$ cat src/shared/pmrc_pkg.sv
// package: constants, register map and types for the power mode and reset control block
package pmrc_pkg;

  // clock rate, kilohertz, so cycles = milliseconds * rate
  localparam int unsigned CLK_KHZ = 100000;
  // power-on release delay after the supply passes the threshold
  localparam int unsigned POR_DELAY_MS = 128;
  localparam int unsigned POR_DELAY_CYCLES = POR_DELAY_MS * CLK_KHZ;
  // pll relock time after a wake
  localparam int unsigned PLL_LOCK_MS = 1;
  localparam int unsigned PLL_LOCK_CYCLES = PLL_LOCK_MS * CLK_KHZ;
  // extra crystal start time when the oscillator was halted
  localparam int unsigned OSC_START_MS = 150;
  localparam int unsigned OSC_START_CYCLES = OSC_START_MS * CLK_KHZ;

  // register byte offsets
  localparam logic [3:0] OFS_POWER_CONTROL = 4'h0;
  localparam logic [3:0] OFS_PLL_CONTROL = 4'h4;
  localparam logic [3:0] OFS_IRQ_ENABLE = 4'h8;
  localparam logic [3:0] OFS_STATUS = 4'hc;

  // power_control_reg fields
  localparam int unsigned PC_IDLE_BIT = 0;
  localparam int unsigned PC_SLEEP_BIT = 1;
  localparam int unsigned PC_SERIAL_WAKE_BIT = 2;
  localparam int unsigned PC_EXT0_WAKE_BIT = 3;
  localparam logic [3:0] PC_RESET = 4'h0;
  // pll_control_reg fields
  localparam int unsigned PLL_OSC_HALT_BIT = 3;
  localparam int unsigned PLL_LOCK_BIT = 6;
  localparam logic PLL_OSC_HALT_RESET = 1'b0;
  // irq enable fields: 0 interval counter, 1 serial, 2 ext0, 3 stored only (other requests always enabled), 4 counter run
  localparam int unsigned IE_TIC_BIT = 0;
  localparam int unsigned IE_SERIAL_BIT = 1;
  localparam int unsigned IE_EXT0_BIT = 2;
  localparam int unsigned IE_TIC_RUN_BIT = 4;
  localparam logic [4:0] IE_RESET = 5'h00;

  // axi response codes
  localparam logic [1:0] RESP_OKAY = 2'h0;
  localparam logic [1:0] RESP_SLVERR = 2'h2;

  // power state, gray along off, count, run, idle, sleep
  typedef enum logic [2:0] {
    PWR_OFF = 3'h0,
    PWR_COUNT = 3'h1,
    PWR_RUN = 3'h3,
    PWR_IDLE = 3'h2,
    PWR_SLEEP = 3'h6
  } pmrc_pwr_e;

  // clock and pin controls handed to the rest of the chip
  typedef struct packed {
    logic core_clk_en;   // pll-derived core clock running
    logic pll_en;        // pll powered
    logic osc_en;        // 32 kHz oscillator powered
    logic periph_clk_en; // peripherals other than the interval counter
    logic tic_clk_en;    // interval_counter clock
    logic cpu_hold;      // core state frozen
    logic port_hold;     // port pins keep their levels
    logic dac_highz;     // converter output three-stated
    logic strobe_force;  // address latch and program_store_strobe forced
    logic strobe_level;  // level they are forced to
  } pmrc_gate_s;

endpackage

$ cat src/core/pmrc_top.sv
// power mode and reset control: power-on reset, idle and power-down sequencing
//
// Operation
// - hold chip reset while supply below threshold
// - release reset after 128 ms timer expires
// - keep reset held while supply falls away
// - control bit 0 idles, bit 1 powers down
// - idle keeps oscillator, stops core clock only
// - idle freezes core, holds pins, strobes high
// - enabled interrupt or hardware reset ends idle
// - power-down stops pll and core clock
// - halt bit chooses oscillator off in power-down
// - only interval counter may run in power-down
// - power-down holds ports, converter off, strobes low
// - reset pin ends power-down, restores defaults
// - interval counter interrupt wakes from power-down
// - return resumes after the power-down instruction
// - serial wake bit enables serial wake-up
// - ext0 wake bit enables ext0 wake-up
// - pll needs about 1 ms to relock
// - lock status shows in pll control bit 6
// - halted oscillator adds about 150 ms
//
// The implementer's own choices: the register offsets and the AXI4-Lite slave port.
`timescale 1ns/100ps

module pmrc_top
  import pmrc_pkg::*;
#(
  parameter int unsigned POR_CYCLES = POR_DELAY_CYCLES,
  parameter int unsigned LOCK_CYCLES = PLL_LOCK_CYCLES,
  parameter int unsigned OSC_CYCLES = OSC_START_CYCLES
) (
  input wire logic CORE_CLK,
  input wire logic RESET,
  // axi4-lite slave
  input wire logic S_AXI_AWVALID,
  output logic S_AXI_AWREADY,
  input wire logic [3:0] S_AXI_AWADDR,
  input wire logic S_AXI_WVALID,
  output logic S_AXI_WREADY,
  input wire logic [31:0] S_AXI_WDATA,
  input wire logic [3:0] S_AXI_WSTRB,
  output logic S_AXI_BVALID,
  input wire logic S_AXI_BREADY,
  output logic [1:0] S_AXI_BRESP,
  input wire logic S_AXI_ARVALID,
  output logic S_AXI_ARREADY,
  input wire logic [3:0] S_AXI_ARADDR,
  output logic S_AXI_RVALID,
  input wire logic S_AXI_RREADY,
  output logic [31:0] S_AXI_RDATA,
  output logic [1:0] S_AXI_RRESP,
  // supply comparators and reset pin
  input wire logic SUPPLY_ABOVE_POR,
  input wire logic SUPPLY_ABOVE_FLOOR,
  input wire logic EXT_RESET_PIN,
  // interrupt requests: 0 interval counter, 1 serial, 2 ext0, 3 any other
  input wire logic [3:0] IRQ_REQ,
  // outputs
  output logic CHIP_RESET,
  output logic RESUME_PULSE,
  output pmrc_gate_s PWR_GATES
);

  ////////////////
  // helpers

  // count load value, cut to the counter width
  function automatic logic [31:0] to_cnt(input int unsigned v);
    to_cnt = v[31:0];
  endfunction

  // address matches a register offset
  function automatic logic hit(input logic [3:0] a, input logic [3:0] ofs);
    hit = (a == ofs);
  endfunction

  ////////////////
  // declarations

  pmrc_pwr_e pwr_reg;        // power state
  pmrc_pwr_e pwr_next;
  logic [31:0] por_cnt_reg;  // power-on release countdown
  logic [31:0] por_cnt_next;
  logic [31:0] lock_cnt_reg; // pll relock countdown
  logic [31:0] lock_cnt_next;
  logic [3:0] pc_reg;        // power_control_reg
  logic osc_halt_reg;        // osc_halt_in_sleep
  logic lock_reg;            // pll lock flag
  logic [4:0] ie_reg;        // interrupt enables and counter run
  logic osc_was_off_reg;     // oscillator was stopped in this sleep
  // bus side
  logic aw_held_reg;         // write address taken
  logic [3:0] aw_addr_reg;
  logic w_held_reg;          // write data taken
  logic [7:0] w_byte_reg;    // low byte of write data
  logic w_lane_reg;          // low byte lane enabled
  logic bvalid_reg;
  logic [1:0] bresp_reg;
  logic rvalid_reg;
  logic [31:0] rdata_reg;
  logic [1:0] rresp_reg;
  logic chip_reset_reg;
  logic resume_reg;
  pmrc_gate_s gates_reg;
  pmrc_gate_s gates_next;

  ////////////////
  // decode

  // power-on release and supply loss
  wire supply_lost = !SUPPLY_ABOVE_POR;
  wire por_done = (por_cnt_reg == 32'h0000_0001);
  // block is held in reset by the pin or the supply
  wire hard_reset = EXT_RESET_PIN || supply_lost;
  // enabled requests
  wire [3:0] irq_enabled = IRQ_REQ & {1'b1, ie_reg[IE_EXT0_BIT], ie_reg[IE_SERIAL_BIT],
    ie_reg[IE_TIC_BIT]};
  wire idle_wake = |irq_enabled;
  // power-down wake sources
  wire tic_wake = irq_enabled[0] && ie_reg[IE_TIC_RUN_BIT] && !osc_halt_reg;
  wire serial_wake = irq_enabled[1] && pc_reg[PC_SERIAL_WAKE_BIT];
  wire ext0_wake = irq_enabled[2] && pc_reg[PC_EXT0_WAKE_BIT];
  wire sleep_wake = tic_wake || serial_wake || ext0_wake;
  // leaving idle or sleep by interrupt this cycle
  wire wake_now = ((pwr_reg == PWR_IDLE) && idle_wake) ||
    ((pwr_reg == PWR_SLEEP) && sleep_wake);
  // bus write strobe fires once both halves are held
  wire wr_fire = aw_held_reg && w_held_reg && !bvalid_reg;
  wire wr_low = wr_fire && w_lane_reg;
  wire wr_pc = wr_low && hit(aw_addr_reg, OFS_POWER_CONTROL);
  wire wr_pll = wr_low && hit(aw_addr_reg, OFS_PLL_CONTROL);
  wire wr_ie = wr_low && hit(aw_addr_reg, OFS_IRQ_ENABLE);
  wire wr_mapped = hit(aw_addr_reg, OFS_POWER_CONTROL) || hit(aw_addr_reg, OFS_PLL_CONTROL) ||
    hit(aw_addr_reg, OFS_IRQ_ENABLE) || hit(aw_addr_reg, OFS_STATUS);
  wire rd_fire = S_AXI_ARVALID && !rvalid_reg;
  wire rd_mapped = hit(S_AXI_ARADDR, OFS_POWER_CONTROL) || hit(S_AXI_ARADDR, OFS_PLL_CONTROL) ||
    hit(S_AXI_ARADDR, OFS_IRQ_ENABLE) || hit(S_AXI_ARADDR, OFS_STATUS);
  // mode request from a write, sleep beats idle
  wire req_sleep = wr_pc && w_byte_reg[PC_SLEEP_BIT];
  wire req_idle = wr_pc && w_byte_reg[PC_IDLE_BIT] && !w_byte_reg[PC_SLEEP_BIT];
  // pll control read image
  wire [7:0] pll_image = {1'b0, lock_reg, 2'b00, osc_halt_reg, 3'b000};
  // status image: power state and reset
  wire [7:0] stat_image = {4'h0, chip_reset_reg, pwr_reg};
  wire [7:0] rd_byte = hit(S_AXI_ARADDR, OFS_POWER_CONTROL) ? {4'h0, pc_reg} :
    hit(S_AXI_ARADDR, OFS_PLL_CONTROL) ? pll_image :
    hit(S_AXI_ARADDR, OFS_IRQ_ENABLE) ? {3'b000, ie_reg} :
    hit(S_AXI_ARADDR, OFS_STATUS) ? stat_image : 8'h00;

  ////////////////
  // power state machine

  // next power state and power-on countdown
  always_comb begin
    pwr_next = pwr_reg;
    por_cnt_next = por_cnt_reg;
    unique case (pwr_reg)
      PWR_OFF: begin
        // held until supply passes threshold
        if (SUPPLY_ABOVE_POR && !EXT_RESET_PIN) begin
          pwr_next = PWR_COUNT;
          por_cnt_next = to_cnt(POR_CYCLES);
        end
      end
      PWR_COUNT: begin
        if (hard_reset) begin
          pwr_next = PWR_OFF;
        end else if (por_done) begin
          pwr_next = PWR_RUN;
          por_cnt_next = 32'h0000_0000;
        end else begin
          por_cnt_next = por_cnt_reg - 32'h0000_0001;
        end
      end
      PWR_RUN: begin
        if (hard_reset) begin
          pwr_next = PWR_OFF;
        end else if (req_sleep) begin
          pwr_next = PWR_SLEEP;
        end else if (req_idle) begin
          pwr_next = PWR_IDLE;
        end
      end
      PWR_IDLE: begin
        if (hard_reset) begin
          pwr_next = PWR_OFF;
        end else if (idle_wake) begin
          pwr_next = PWR_RUN;
        end
      end
      PWR_SLEEP: begin
        if (hard_reset) begin
          pwr_next = PWR_OFF;
        end else if (sleep_wake) begin
          pwr_next = PWR_RUN;
        end
      end
      default: begin
        // illegal code falls back to reset
        pwr_next = PWR_OFF;
      end
    endcase
  end

  // state and countdown
  always_ff @(posedge CORE_CLK or posedge RESET) begin
    if (RESET) begin
      pwr_reg <= PWR_OFF;
      por_cnt_reg <= 32'h0000_0000;
    end else begin
      pwr_reg <= pwr_next;
      por_cnt_reg <= por_cnt_next;
    end
  end

  // chip reset: asserted in off and count, and through supply loss
  always_ff @(posedge CORE_CLK or posedge RESET) begin
    if (RESET) begin
      chip_reset_reg <= 1'b1;
    end else begin
      // supply floor is the reset hold on the way down
      chip_reset_reg <= (pwr_next == PWR_OFF) || (pwr_next == PWR_COUNT) ||
        !SUPPLY_ABOVE_FLOOR;
    end
  end

  // one-cycle pulse: core resumes after the mode-entry instruction
  always_ff @(posedge CORE_CLK or posedge RESET) begin
    if (RESET) begin
      resume_reg <= 1'b0;
    end else begin
      resume_reg <= wake_now && !hard_reset;
    end
  end

  ////////////////
  // pll lock tracking

  // relock countdown after reset or a power-down wake
  always_comb begin
    lock_cnt_next = lock_cnt_reg;
    if (hard_reset || pwr_reg == PWR_OFF || pwr_reg == PWR_COUNT) begin
      lock_cnt_next = to_cnt(LOCK_CYCLES);
    end else if (pwr_reg == PWR_SLEEP && sleep_wake) begin
      // crystal restart adds to the pll lock time
      lock_cnt_next = osc_was_off_reg ? to_cnt(LOCK_CYCLES + OSC_CYCLES) :
        to_cnt(LOCK_CYCLES);
    end else if (lock_cnt_reg != 32'h0000_0000) begin
      lock_cnt_next = lock_cnt_reg - 32'h0000_0001;
    end
  end

  // lock flag and oscillator history
  always_ff @(posedge CORE_CLK or posedge RESET) begin
    if (RESET) begin
      lock_cnt_reg <= 32'h0000_0000;
      lock_reg <= 1'b0;
      osc_was_off_reg <= 1'b0;
    end else begin
      lock_cnt_reg <= lock_cnt_next;
      // pll stopped in sleep loses lock
      if (pwr_reg == PWR_SLEEP || lock_cnt_next != 32'h0000_0000) begin
        lock_reg <= 1'b0;
      end else begin
        lock_reg <= 1'b1;
      end
      // remember a halted crystal through the sleep
      if (pwr_reg == PWR_SLEEP) begin
        osc_was_off_reg <= osc_halt_reg;
      end else if (pwr_reg == PWR_RUN) begin
        osc_was_off_reg <= 1'b0;
      end
    end
  end

  ////////////////
  // clock and pin gating

  // gate pattern for the next state
  always_comb begin
    gates_next = '0;
    gates_next.osc_en = 1'b1;
    gates_next.pll_en = 1'b1;
    gates_next.core_clk_en = 1'b1;
    gates_next.periph_clk_en = 1'b1;
    gates_next.tic_clk_en = ie_reg[IE_TIC_RUN_BIT];
    unique case (pwr_next)
      PWR_IDLE: begin
        // oscillator and peripherals keep going
        gates_next.core_clk_en = 1'b0;
        gates_next.cpu_hold = 1'b1;
        gates_next.port_hold = 1'b1;
        gates_next.strobe_force = 1'b1;
        gates_next.strobe_level = 1'b1;
      end
      PWR_SLEEP: begin
        gates_next.pll_en = 1'b0;
        gates_next.core_clk_en = 1'b0;
        gates_next.osc_en = !osc_halt_reg;
        gates_next.periph_clk_en = 1'b0;
        gates_next.tic_clk_en = ie_reg[IE_TIC_RUN_BIT] && !osc_halt_reg;
        gates_next.cpu_hold = 1'b1;
        gates_next.port_hold = 1'b1;
        gates_next.dac_highz = 1'b1;
        gates_next.strobe_force = 1'b1;
        gates_next.strobe_level = 1'b0;
      end
      PWR_OFF, PWR_COUNT: begin
        // chip in reset, clocks kept so the core can start
        gates_next.core_clk_en = 1'b1;
      end
      default: begin
        // run: every clock on but the interval counter's, which follows its run bit
        gates_next.core_clk_en = 1'b1;
      end
    endcase
  end

  // registered gate outputs
  always_ff @(posedge CORE_CLK or posedge RESET) begin
    if (RESET) begin
      gates_reg <= '0;
    end else begin
      gates_reg <= gates_next;
    end
  end

  ////////////////
  // software registers

  // power control: mode bits clear on wake or reset
  always_ff @(posedge CORE_CLK or posedge RESET) begin
    if (RESET) begin
      pc_reg <= PC_RESET;
    end else if (hard_reset) begin
      pc_reg <= PC_RESET;
    end else if (wr_pc) begin
      pc_reg <= w_byte_reg[3:0];
      // sleep takes priority, idle bit not kept with it
      if (w_byte_reg[PC_SLEEP_BIT]) begin
        pc_reg[PC_IDLE_BIT] <= 1'b0;
      end
    end else if (pwr_next == PWR_RUN && pwr_reg != PWR_RUN) begin
      // wake keeps the wake enables, drops the mode bits
      pc_reg[PC_IDLE_BIT] <= 1'b0;
      pc_reg[PC_SLEEP_BIT] <= 1'b0;
    end
  end

  // pll control and interrupt enables
  always_ff @(posedge CORE_CLK or posedge RESET) begin
    if (RESET) begin
      osc_halt_reg <= PLL_OSC_HALT_RESET;
      ie_reg <= IE_RESET;
    end else if (hard_reset) begin
      osc_halt_reg <= PLL_OSC_HALT_RESET;
      ie_reg <= IE_RESET;
    end else begin
      if (wr_pll) begin
        osc_halt_reg <= w_byte_reg[PLL_OSC_HALT_BIT];
      end
      if (wr_ie) begin
        ie_reg <= w_byte_reg[4:0];
      end
    end
  end

  ////////////////
  // axi4-lite write channel

  // address and data taken in either order
  always_ff @(posedge CORE_CLK or posedge RESET) begin
    if (RESET) begin
      aw_held_reg <= 1'b0;
      aw_addr_reg <= 4'h0;
      w_held_reg <= 1'b0;
      w_byte_reg <= 8'h00;
      w_lane_reg <= 1'b0;
    end else begin
      if (S_AXI_AWVALID && !aw_held_reg) begin
        aw_held_reg <= 1'b1;
        aw_addr_reg <= S_AXI_AWADDR;
      end else if (wr_fire) begin
        aw_held_reg <= 1'b0;
      end
      if (S_AXI_WVALID && !w_held_reg) begin
        w_held_reg <= 1'b1;
        w_byte_reg <= S_AXI_WDATA[7:0];
        w_lane_reg <= S_AXI_WSTRB[0];
      end else if (wr_fire) begin
        w_held_reg <= 1'b0;
      end
    end
  end

  // write response
  always_ff @(posedge CORE_CLK or posedge RESET) begin
    if (RESET) begin
      bvalid_reg <= 1'b0;
      bresp_reg <= RESP_OKAY;
    end else if (wr_fire) begin
      bvalid_reg <= 1'b1;
      bresp_reg <= wr_mapped ? RESP_OKAY : RESP_SLVERR;
    end else if (S_AXI_BREADY) begin
      bvalid_reg <= 1'b0;
    end
  end

  ////////////////
  // axi4-lite read channel

  // read data registered one cycle after address
  always_ff @(posedge CORE_CLK or posedge RESET) begin
    if (RESET) begin
      rvalid_reg <= 1'b0;
      rdata_reg <= 32'h0000_0000;
      rresp_reg <= RESP_OKAY;
    end else if (rd_fire) begin
      rvalid_reg <= 1'b1;
      rdata_reg <= {24'h00_0000, rd_byte};
      rresp_reg <= rd_mapped ? RESP_OKAY : RESP_SLVERR;
    end else if (S_AXI_RREADY) begin
      rvalid_reg <= 1'b0;
    end
  end

  ////////////////
  // outputs

  assign S_AXI_AWREADY = !aw_held_reg;
  assign S_AXI_WREADY = !w_held_reg;
  assign S_AXI_BVALID = bvalid_reg;
  assign S_AXI_BRESP = bresp_reg;
  assign S_AXI_ARREADY = !rvalid_reg;
  assign S_AXI_RVALID = rvalid_reg;
  assign S_AXI_RDATA = rdata_reg;
  assign S_AXI_RRESP = rresp_reg;
  assign CHIP_RESET = chip_reset_reg;
  assign RESUME_PULSE = resume_reg;
  assign PWR_GATES = gates_reg;

endmodule

$ cat config.mk
export PLATFORM = sky130hd
export DESIGN_NAME = pmrc_top
export DESIGN_NICKNAME = d
export VERILOG_FILES = /design/src/shared/pmrc_pkg.sv /design/src/core/pmrc_top.sv
export SDC_FILE = /design/constraint.sdc
export NUM_CORES = 1
export LEC_CHECK = 0
export BUFFER_PORTS_ARGS = -buffer_cell sky130_fd_sc_hd__buf_2
export CAP_MARGIN = 20
export CORE_MARGIN = 2
export CORE_UTILIZATION = 45
export DETAILED_ROUTE_END_ITERATION = 8
export GPL_ROUTABILITY_DRIVEN = 0
export PLACE_DENSITY = 0.78
export SLEW_MARGIN = 20
export SYNTH_ARGS = -nofsm -noshare
export SYNTH_HDL_FRONTEND = slang
export SYNTH_SLANG_ARGS = --single-unit
$ cat constraint.sdc
create_clock -name CORE_CLK -period 3.8 [get_ports CORE_CLK]
set_input_delay 0.76 -clock CORE_CLK [delete_from_list [all_inputs] [get_ports CORE_CLK]]
set_output_delay 0.76 -clock CORE_CLK [all_outputs]
set_load 0.01 [all_outputs]
Word level (Yosys, flattened, before mapping) --
Cells that the tools add are included.
Storage, ports and cells: register bits 117, bits of input ports 58
Cells by class: reduce and logical (&&, ||, !) cells 66, add/sub/neg operators 2, multiplexer cells 49, equality and inequality tests 18, bitwise gates (word level) 1
Operators with widths (count):
- $mux 32 | 6
- $pmux 32 s2 | 1
- $reduce_bool 32->1 | 2
- $sub 32x1->32 const B | 2
- $eq 32x1->1 const B | 1
- $mux 3 | 10
- $mux 24 | 1
- $logic_and 1x1->1 | 22
- $reduce_bool 2->1 | 9
- $eq 4x4->1 const B | 4
- $logic_or 1x1->1 | 15
- $mux 1 | 15
- $mux 5 | 3
- $pmux 3 s5 | 1
- $mux 7 | 2
- $eq 3x2->1 const B | 4
- $mux 2 | 6
- $mux 4 | 3
- $logic_not 1->1 | 10
- $eq 4x3->1 const B | 2
- $logic_not 4->1 | 2
- $eq 3x1->1 const B | 2
- $eq 3x3->1 const B | 2
- $logic_not 3->1 | 2
- 8 further kinds | 9

Depth between registers and ports, before layout --
Gate-level depths: netlist of run 1.
depth in word-level cells 15, mapped depth 10, mapped depth without buffers 9

Worst setup path after synthesis of run 1 --
No wires, ideal clock.
path type input port to flip-flop, start point input IRQ_REQ[0], end point register lock_reg, setup time 120 ps, arrival 2443 ps, data required time 3680 ps, cell stages on the path 7, path slack 1237 ps, cells stage by stage and4b_1 > o31ai_1 > nand2_1 > or4b_1 > nand3_1 > nor4_1 > and4_1
Between the ends: cells in the longest elaborated chain, start to end 11
Ends and longest elaborated chain:
- start: declaration | RTL line pmrc_top.sv:59 | input wire logic [3:0] IRQ_REQ,
- $and 4x4->4 | RTL line pmrc_top.sv:118 | wire [3:0] irq_enabled = IRQ_REQ & {1'b1, ie_reg[IE_EXT0_BIT], ie_reg[IE_SERIAL_BIT],
- $logic_and 1x1->1 (2 in series) | RTL line pmrc_top.sv:122 | wire tic_wake = irq_enabled[0] && ie_reg[IE_TIC_RUN_BIT] && !osc_halt_reg;
- $logic_or 1x1->1 (2 in series) | RTL line pmrc_top.sv:125 | wire sleep_wake = tic_wake || serial_wake || ext0_wake;
- $logic_and 1x1->1 | RTL line pmrc_top.sv:246 | end else if (pwr_reg == PWR_SLEEP && sleep_wake) begin
- $mux 32 | RTL line pmrc_top.sv:246
- $mux 32 | RTL line pmrc_top.sv:244 | if (hard_reset || pwr_reg == PWR_OFF || pwr_reg == PWR_COUNT) begin
- $reduce_bool 32->1 | RTL line pmrc_top.sv:264 | if (pwr_reg == PWR_SLEEP || lock_cnt_next != 32'h0000_0000) begin
- $logic_or 1x1->1 | RTL line pmrc_top.sv:264
- $mux 1 | RTL line pmrc_top.sv:264
- end signal: assignment | RTL line pmrc_top.sv:259 | lock_reg <= 1'b0;
- end signal: assignment | RTL line pmrc_top.sv:265 | lock_reg <= 1'b0;
- end signal: assignment | RTL line pmrc_top.sv:267 | lock_reg <= 1'b1;
- end: declaration | RTL line pmrc_top.sv:90 | logic lock_reg;
Every way passes these cells. A chain may end at the register's enable or synchronous reset.

Final worst setup path of run 1 --
start point register por_cnt_reg[14], end point register por_cnt_reg[7]
Between the ends: cells in the longest elaborated chain, start to end 4
Ends and longest elaborated chain:
- start: declaration | RTL line pmrc_top.sv:84 | logic [31:0] por_cnt_reg;
- start signal: assignment | RTL line pmrc_top.sv:214 | por_cnt_reg <= por_cnt_next;
- $eq 32x1->1 | RTL line pmrc_top.sv:114 | wire por_done = (por_cnt_reg == 32'h0000_0001);
- $mux 32 | RTL line pmrc_top.sv:170 | end else if (por_done) begin
- $mux 32 | RTL line pmrc_top.sv:168 | if (hard_reset) begin
- $pmux 32 s2 | RTL line pmrc_top.sv:159 | unique case (pwr_reg)
Every way passes these cells. The select of a mux whose other input is x is not followed.

==> summary.txt, run 1 <==
Worst setup path
  • Worst-path fanout max: 17
  • Depth of the worst register-to-register path: 6
  • Crit end category: flip-flop
  • Reg2reg end: por_cnt_reg[7]
  • Worst Setup Start Kind: flip-flop
  • Data required, critical path: between 4 and 5 ns
  • Setup CP Type: reg2reg
  • R2R Path Start: por_cnt_reg[14]
  • Data arrival, critical path: around 3.4 ns
  • Reg2reg setup slack: 0.59 ns

Global route
  • First-pass GRT wire length: about 22 mm
  • GRT overflow: 0
  • Initial antenna violation count: 0
  • Vias in the first global route: 4,628
  • Largest net degree at the start of global routing: ~70
  • All-Layer GR Usage: 19.2%

Min path
  • Min-Delay Path Depth: 1
  • Worst hold path class: reg2reg
  • Hold Crit Endpoint: w_lane_reg
  • Hold Crit Start: w_lane_reg

Layout
  • Antenna Cells: 0
  • Synth-to-layout area growth: 10.0%
  • Post-route non-filler standard cell count: 840
  • Share of layout cells above drive strength 1: 16.6%
  • Final Util: 50.4%
  • Layout Nets: 721

Drt
  • Vias per inst: 5.69
  • DR vias: 4,783
  • WL final: about 13 mm
  • DRC Markers: 0
  • Drt first pass iters: 5
  • Initial DRC Count: roughly 430
  • Post-route ant nets: 0
  • Avg WL per Cell: 15.7 um

Timing
  • Hold slack: ~0.50 ns
  • FMAX: about 310 MHz
  • RSZ-0062 raised after global routing: no
  • Final hold viol count: 0
  • Worst slew pin tran: 0.820 ns
  • Total negative slack: 0 ns
  • Final setup viols: 0
  • Period minus WS final: 3.21 ns
  • Max transition margin: 44.9%
  • Crit share post-route: a little over four fifths
  • Pins Over Slew Limit: 0
  • Worst clock skew: 0.00615 ns

Placement
  • Detailed placement HPWL: between 9 and 10 mm
  • Port bufs: 52
  • Placed insts: 824

Yosys
  • Commonest cells post-synth: dfrtp_1 (109), nor2_1 (73), nand2_1 (40), o21ai_0 (33), buf_4 (32)
  • Synthesized area per cell: 9.79 um^2
  • Distinct cells, synth: 65
  • Post-synthesis cell area: 0.00601 mm^2
  • Cell taking the most area after synthesis: dfrtp_1
  • Ys async rst share: 100%
  • Number of synthesized register bits: 110
  • Ys flop type: dfrtp_1
  • Top area cells in the synthesized netlist: dfrtp_1 (45%), nor2_1 (4.6%), buf_4 (4.0%)
  • Most common cell in the synthesized netlist: dfrtp_1
  • Post-synth EDFFs: 0
  • Yosys warns: 0
  • Synth Instances: 614
  • Synth top area share: between 40 and 50%
  • Post-synthesis sequential area ratio: between 40% and 50%

Clock tree
  • CTS clk-pin slew, worst paths: 0.07 ns
  • CTS Buf Count: 9
  • CTS root buf: clkbuf_16
  • CTS tree: yes
  • Worst-Skew Late Latency: 0.36 ns
  • Number of H-tree levels: 3
  • CTS Hold Bufs: 0
  • Maximum buffer depth of the clock tree: 2
  • Post-CTS Setup Repair Bufs: 0
  • Resize count post-CTS: 0
  • Sink Count: 110

Floorplanning
  • Initial core utilization: 45.8%
  • Die area: around 0.014 mm^2
  • Die Height: 120 um
  • Rows: 42
  • I/O pins: between 100 and 150
  • Die Wd: 120 um
  • Core area: 0.0131 mm^2

Power and ir drop
  • Power Density: between 400 and 500 mW/mm^2
  • Static Leak: 0.00283 uW
  • Worst vdd ir: 0.000425 V
  • Pint: 1970 uW
  • Final Power: 2810 uW
  • Clk network pwr share: 32.3%
  • Reg power frac: just over 50%
  • Combinational power share: 16.5%
  • Reported net switching power: 838 uW
  • Sw frac: 29.9%

Job
  • Max-cap viol count: 0

Run status
  • Status: completed
-- per-stage QoR --
step,instance area [um^2],setup slack [ns]
2_1_floorplan,6110,0.139
3_3_place_gp,6330,0.702
3_5_place_dp,6330,0.649
4_1_cts,6620,0.603
5_1_grt,6620,0.358
6_report,6620,0.590
-- cell type report --
class	instances	area [um^2]
Clock buffer	10	229
Clock inverter	6	53.8
Fill cell	1199	6520
Inverter	18	70.1
Multi-Input combinational cell	460	2960
Sequential cell	110	2750
Tap cell	176	220
Timing Repair Buffer	60	333
-- routing by layer --
metal	wire length, um	share of wire, %	global-route usage [%]	vias up
met4	236	1.8	6.32	0
li1	-	-	-	2247
met5	0	0	0	-
met1	5730	43	24.8	2365
met2	6570	50	31.9	148
met3	667	5.1	4.52	23
-- critical path, cell delays in order (launching register included) --
cell and delay [ns]:
dfrtp_1 0.43, or4_1 0.65, nor4_4 0.39, and4_1 0.51
nand2b_1 0.37, and2_1 0.58, nor2_1 0.13
-- worst max path at each step --
stage                                 end            start  cells after the start
after floorplan              PWR_GATES[0]            RESET                      1
final                      por_cnt_reg[7]  por_cnt_reg[14]                      6
after CTS                  por_cnt_reg[5]  por_cnt_reg[14]                      6
after global placement     por_cnt_reg[9]  por_cnt_reg[14]                      6
after global routing      por_cnt_reg[31]  por_cnt_reg[14]                      6
after detailed placement   por_cnt_reg[9]  por_cnt_reg[14]                      6
-- power by group through the flow --
stage	Combinational (uW)	Sequential, uW	Clock [uW]
after floorplan	403	1430	0
after global placement	448	1440	0
after detailed placement	465	1460	0
after CTS	470	1430	926
after global routing	520	1460	978
final	464	1440	905
-- cells in the final DEF (no fill, tap or decap), drive strengths merged, types with 4 or more instances in the layout --
cell	count
inv	21
nand3	16
conb	28
o31a	4
a21o	4
and4	5
nor2	73
mux2	10
xnor2	23
nor3	28
dfrtp	109
or4	9
nor4	23
o21ai	37
mux2i	13
a211oi	7
and3	4
o21a	8
xor2	9
a21oi	25
o31ai	8
and2	6
a22o	9
nand2	40
nor2b	6
buf	60
nand3b	4
nand2b	7
and4b	4
ha	4
nor4b	6
or3	8
clkbuf	10
-- kinds of logic after synthesis --
kind of cell	synth area share [%]
AND/OR/NAND/NOR	24.3
AO/OA/AOI/OAI	13.2
flip-flops	45.8
buffers and inverters	6.70
XOR/XNOR	4.66
multiplexers	4.41
adder cells (fa/ha/maj)	0.832
other	0.0624
Note: power is estimated with default switching activity, not from simulation.
==> run 2: changes to the inputs <==
Clock period 3.8 ns to 2.65 ns, I/O delays scaled along.
==> summary.txt, run 2 (synthesized netlist as in run 1, its figures left out) <==
Timing
  • Worst clock skew: 0.00879 ns (+0.00264 ns)
  • Smallest setup slack after layout: -0.0133 ns (-0.603 ns)
  • Pins Over Slew Limit: 0 (unchanged)
  • Period minus WS final: 2.66 ns (-0.547 ns)
  • Crit share post-route: 101% (+16 points)
  • RSZ-0062 raised after global routing: yes
  • Final hold viol count: 0 (unchanged)
  • FMAX: 375 MHz (+21%)
  • Max transition margin: 49.8% (+4.8 points)
  • Final setup viols: 1 (+1)
  • Worst slew pin tran: 0.748 ns (-0.0724 ns)

Run status
  • Failing checks: negative setup slack
  • Status: finished, violations left

Global route
  • Initial antenna violation count: 0 (unchanged)
  • Largest net degree at the start of global routing: 34 (-50%)
  • Vias in the first global route: 5,147 (+11%)
  • First-pass GRT wire length: 24.8 mm (+12%)
  • All-Layer GR Usage: 21.4% (+2.3 points)
  • GRT overflow: 0 (unchanged)

Layout
  • Layout Nets: 780 (+8.2%)
  • FF+latch area: 0.00275 mm^2 (unchanged)
  • Antenna Cells: 0 (unchanged)
  • Filler instances: 1,110 (-7.4%)
  • Most frequent cells in the layout: dfrtp_1 (109), nor2_1 (73), buf_4 (64)
  • Area occupied by multi-input gates: 0.00315 mm^2 (+6.5%)
  • Commonest non-fill, non-tap cell in the layout: dfrtp_1
  • Share of layout cells above drive strength 1: 27.2% (+11 points)
  • Synth-to-layout area growth: 21.1%

Clock tree
  • CTS Buf Count: 9 (unchanged)
  • Maximum buffer depth of the clock tree: 2 (unchanged)
  • CTS clk-pin slew, worst paths: 0.08 ns (about the same)
  • CTS Hold Bufs: 0 (unchanged)
  • CTS root buf: clkbuf_16
  • Number of H-tree levels: 3 (unchanged)
  • Sink Count: 110 (unchanged)
  • Worst-Skew Late Latency: 0.36 ns (about the same)
  • CTS tree: yes

Power and ir drop
  • Static Leak: 0.00316 uW (+12%)
  • Clk network pwr share: 32.1% (-0.2 points)
  • Pint: 2870 uW (+46%)
  • Worst vdd ir: 0.000484 V (+14%)
  • Reported net switching power: 1270 uW (+52%)
  • Combinational power share: 18.2% (+1.7 points)
  • Reg power frac: 49.7% (-1.5 points)
  • Sw frac: 30.7% (+0.86 points)
  • Power Density: 569 mW/mm^2 (+34%)
  • Final Power: 4150 uW (+48%)

Worst setup path
  • Worst-path fanout max: 9 (-8)
  • Data arrival, critical path: 2.95 ns (-0.47 ns)
  • Setup CP Type: reg2reg
  • Reg2reg setup slack: -0.01 ns (-0.60 ns)
  • Worst Setup Start Kind: flip-flop
  • Data required, critical path: 2.94 ns (-1.07 ns)
  • Crit end category: flip-flop

Floorplanning
  • Die area: 0.0143 mm^2 (unchanged)
  • Die Wd: 120 um (unchanged)
  • Initial core utilization: 45.8% (unchanged)
  • Core area: 0.0131 mm^2 (unchanged)
  • Die Height: 120 um (unchanged)
  • I/O pins: 111 (unchanged)
  • Rows: 42 (unchanged)

Drt
  • Vias per inst: 5.70 (about the same)
  • WL final: 15.1 mm (+14%)
  • Post-route ant nets: 0 (unchanged)
  • DR vias: 5,123 (+7.1%)
  • Initial DRC Count: 431 (-0.69%)
  • DRC Markers: 0 (unchanged)
  • Avg WL per Cell: 16.8 um (+6.9%)
  • Drt first pass iters: 5 (unchanged)

Placement
  • Detailed placement HPWL: 10.9 mm (+15%)
  • Port bufs: 52 (unchanged)
  • Setup WS pre-CTS: -0.0922 ns (-0.741 ns)

Min path
  • Worst hold path class: in2async

Job
  • Max-cap viol count: 0 (unchanged)
-- run 2: changes by cell type in the layout (fill, tap and decap cells not counted), sizes merged --
cell      delta
clkbuf       -1
buf         +59
clkinv       -2
inv          +1
clkinvlp     +2
-- run 2: power by group through the flow --
stage	clock network, uW	registers (uW)	logic (uW)
5_1_grt	1420	2090	829
2_1_floorplan	0	2050	578
3_3_place_gp	0	2060	703
4_1_cts	1360	2060	752
6_report	1330	2060	754
3_5_place_dp	0	2090	748
-- run 2: path summary, 6_finish.rpt --
| kind | startpoint | end | depth (start not counted) |
|---|---|---|---|
| max reg2reg | lock_cnt_reg[0] | lock_reg | 9 |
| min reg2reg | S_AXI_RDATA[3] | S_AXI_RDATA[3] | 1 |
| min in group CORE_CLK | SUPPLY_ABOVE_FLOOR | CHIP_RESET | 2 |
| min | RESET | PWR_GATES[9] | 2 |
| max in group asynchronous | RESET | CHIP_RESET | 3 |
| max | lock_cnt_reg[0] | lock_reg | 9 |
-- run 2: repair_timing --
item,CTS,global route
buffers inserted,2,4
pin swaps,2,11
endpoints found under the setup margin,2,28
gates resized for setup,9,29
-- run 2: critical path, cell delays in order (launching register included) --
cell and delay (ns):
dfrtp_1 0.38, buf_4 0.15, nor3_1 0.39, nand2_1 0.18, buf_4 0.22, a21o_1 0.19, nor4_2 0.38, xnor2_2 0.20
nor4b_4 0.26, and4_1 0.24
-- run 2: layer usage --
metal / vias up / track usage [%] / share of wire [%]
met5: - / 0 / 0
li1: 2360 / - / -
met2: 188 / 37.0 / 53
met4: 0 / 7.65 / 1.7
met1: 2543 / 26.9 / 41
met3: 32 / 4.09 / 5.1
-- run 2: layout make-up --
type | count | share of cell area (%)
Sequential cell | 110 | 37.8
Inverter | 18 | 0.979
Clock buffer | 9 | 3.09
Multi-Input combinational cell | 460 | 43.2
Timing Repair Buffer | 119 | 11.0
Clock inverter | 7 | 0.859
Tap cell | 176 | 3.02
-- run 2: through the flow --
stage               util, %  instance area (um^2)  hold WS [ns]  instances  TNS (ns)
floorplan                 -                  6120         0.461        641         0
global placement       51.4                  6760         0.465        877   -0.0345
detailed placement     51.4                  6760         0.491        877   -0.0922
CTS                    54.1                  7100         0.281        895         0
global route           55.4                  7280         0.293        899    -0.102
finish                 55.4                  7280         0.264        899   -0.0133
==> run 3: changes to the inputs <==
Settings changed: ABC_AREA set to 1.
==> summary.txt, run 3 <==
Run status
  • Status: completed

Clock tree
  • CTS Buf Count: 9 (unchanged)
  • CTS tree: yes
  • Resize count post-CTS: 0 (-9)
  • Number of H-tree levels: 3 (unchanged)
  • Maximum buffer depth of the clock tree: 2 (unchanged)
  • CTS root buf: clkbuf_16
  • Post-CTS Setup Repair Bufs: 0 (-2)
  • Worst-Skew Late Latency: 0.36 ns (about the same)
  • Sink Count: 110 (unchanged)
  • CTS clk-pin slew, worst paths: 0.08 ns (about the same)
  • CTS Hold Bufs: 0 (unchanged)

Yosys
  • Ys flop type: dfrtp_1
  • Cell taking the most area after synthesis: dfrtp_1
  • Post-synthesis sequential area ratio: 42.8% (-3.0 points)
  • Distinct cells, synth: 44 (-32%)
  • Most common cell in the synthesized netlist: nand2_1
  • Yosys warns: 0 (unchanged)
  • Number of synthesized register bits: 110 (unchanged)
  • Top area cells in the synthesized netlist: dfrtp_1 (42%), nand2_1 (9.6%), nor2_1 (9.0%)
  • Post-synth EDFFs: 0 (unchanged)
  • Commonest cells post-synth: nand2_1 (165), nor2_1 (154), dfrtp_1 (109), inv_1 (103), nand3_1 (63)
  • Post-synthesis cell area: 0.00643 mm^2 (+6.9%)
  • Synth top area share: 42.4% (-2.9 points)
  • Synth Instances: 854 (+39%)
  • Ys async rst share: 100% (unchanged)
  • Synthesized area per cell: 7.53 um^2 (-23%)

Floorplanning
  • Initial core utilization: 46.1% (+0.36 points)
  • Die area: 0.0153 mm^2 (+6.7%)
  • Rows: 43 (+2.4%)
  • I/O pins: 111 (unchanged)
  • Core area: 0.0139 mm^2 (+6.1%)
  • Die Wd: 124 um (+3.3%)
  • Die Height: 124 um (+3.3%)

Global route
  • Vias in the first global route: 5,103 (-0.85%)
  • All-Layer GR Usage: 19.8% (-1.7 points)
  • Initial antenna violation count: 0 (unchanged)
  • First-pass GRT wire length: 23.9 mm (-4.0%)
  • GRT overflow: 0 (unchanged)
  • Largest net degree at the start of global routing: 111 (+230%)

Layout
  • Commonest non-fill, non-tap cell in the layout: nand2_1
  • Synth-to-layout area growth: 10.6%
  • Final instance area: 0.00711 mm^2 (-2.4%)
  • Antenna Cells: 0 (unchanged)
  • Most frequent cells in the layout: nand2_1 (165), nor2_1 (154), dfrtp_1 (109)
  • Share of layout cells above drive strength 1: 14.4% (-13 points)
  • Layout Nets: 973 (+25%)
  • Filler instances: 1,353 (+22%)

Timing
  • Max transition margin: 57.7% (+8.0 points)
  • Total negative slack: 0 ns (+0.0133 ns)
  • Period minus WS final: 2.29 ns (-0.376 ns)
  • Crit share post-route: 86.3% (-14 points)
  • Worst slew pin tran: 0.634 ns (-0.114 ns)
  • FMAX: 437 MHz (+16%)
  • Worst clock skew: 0.0130 ns (+0.00417 ns)
  • Final hold viol count: 0 (unchanged)
  • Hold slack: 0.280 ns (+0.0162 ns)
  • Smallest setup slack after layout: 0.363 ns (+0.376 ns)
  • Pins Over Slew Limit: 0 (unchanged)
  • Final setup viols: 0 (-1)
  • RSZ-0062 raised after global routing: no

Drt
  • DRC Markers: 0 (unchanged)
  • WL final: 14.4 mm (-5.0%)
  • Avg WL per Cell: 13.1 um (-22%)
  • Initial DRC Count: 408 (-5.3%)
  • Drt first pass iters: 5 (unchanged)
  • DR vias: 5,566 (+8.6%)
  • Vias per inst: 5.08 (-11%)
  • Post-route ant nets: 0 (unchanged)

Worst setup path
  • Setup CP Type: reg2reg
  • Data required, critical path: 2.94 ns (about the same)
  • Data arrival, critical path: 2.58 ns (-0.37 ns)
  • Reg2reg end: lock_reg
  • Worst Setup SP: lock_cnt_reg[0]
  • Crit end category: flip-flop
  • Worst-path fanout max: 6 (-3)
  • Reg2reg setup slack: 0.36 ns (+0.38 ns)
  • R2R Path Start: lock_cnt_reg[0]
  • Depth of the worst register-to-register path: 14 (+5)
  • Worst Setup Start Kind: flip-flop

Placement
  • Setup WS pre-CTS: 0.450 ns (+0.542 ns)
  • Port bufs: 52 (unchanged)
  • Detailed placement HPWL: 10.7 mm (-1.8%)
  • DP Area: 0.00679 mm^2 (+0.48%)

Power and ir drop
  • Power Density: 602 mW/mm^2 (+5.8%)
  • Worst vdd ir: 0.000693 V (+43%)
  • Static Leak: 0.00363 uW (+15%)

Job
  • Max-cap viol count: 0 (unchanged)

Min path
  • Worst hold path class: in2async
[run 3: layer usage]
metal | vias to the layer above | global-route usage, % | wire (um)
met5 | - | 0 | 0
met4 | 0 | 7.53 | 349
met3 | 24 | 3.78 | 812
met2 | 180 | 31.1 | 6660
met1 | 2586 | 27.0 | 6530
li1 | 2776 | - | -
[run 3: area by class of cell]
| type | instances | area, um^2 | area share (%) |
|---|---|---|---|
| clock inverter | 7 | 91.3 | 1.28 |
| timing repair buffer | 58 | 318 | 4.47 |
| clock buffer | 9 | 225 | 3.17 |
| tap | 180 | 225 | 3.17 |
| multi-input combinational | 617 | 3050 | 43.0 |
| sequential | 110 | 2750 | 38.7 |
| inverter | 115 | 440 | 6.20 |
[run 3: through the flow]
step	utilization [%]	power, uW	instances
after floorplan	-	2710	881
after global placement	48.7	2870	1080
after detailed placement	48.7	2900	1080
after CTS	51.0	4320	1096
after global routing	51.0	4530	1096
final	51.0	4280	1096
[run 3: worst max path at each step]
stage	endpoint	slack [ns]	depth (start not counted)
CTS	lock_reg	0.42	14
finish	lock_reg	0.36	14
global placement	lock_reg	0.50	14
detailed placement	lock_reg	0.45	14
floorplan	PWR_GATES[0]	0.79	1
global route	lock_reg	0.13	14
[run 3: cells by family after synthesis]
logic type,count (synthesis),synth area share [%]
AND/OR/NAND/NOR,469,33.2
other,1,0.0583
XOR/XNOR,29,3.95
buffers and inverters,154,11.2
AO/OA/AOI/OAI,80,6.72
flip-flops,110,42.8
adder cells (fa/ha/maj),4,0.779
multiplexers,7,1.23
[run 3: worst max-delay path, stage by stage (launching register included)]
cell,delay [ns]
dfrtp_1,0.39
inv_1,0.15
ha_1,0.34
inv_1,0.09
nor2_2,0.26
nand3_1,0.11
nand2_1,0.09
nor2_1,0.04
nor2_1,0.15
nand2_1,0.07
nor2_1,0.08
nand2_1,0.06
nor2_1,0.18
nand3_1,0.12
nor2_1,0.09
[run 3: power by group]
group / total [uW] / internal [uW] / leakage (uW) / switching, uW
clock: 1410 / 690 / 0.000154 / 725
combinational: 832 / 318 / 0.00207 / 514
sequential: 2030 / 1880 / 0.00141 / 154
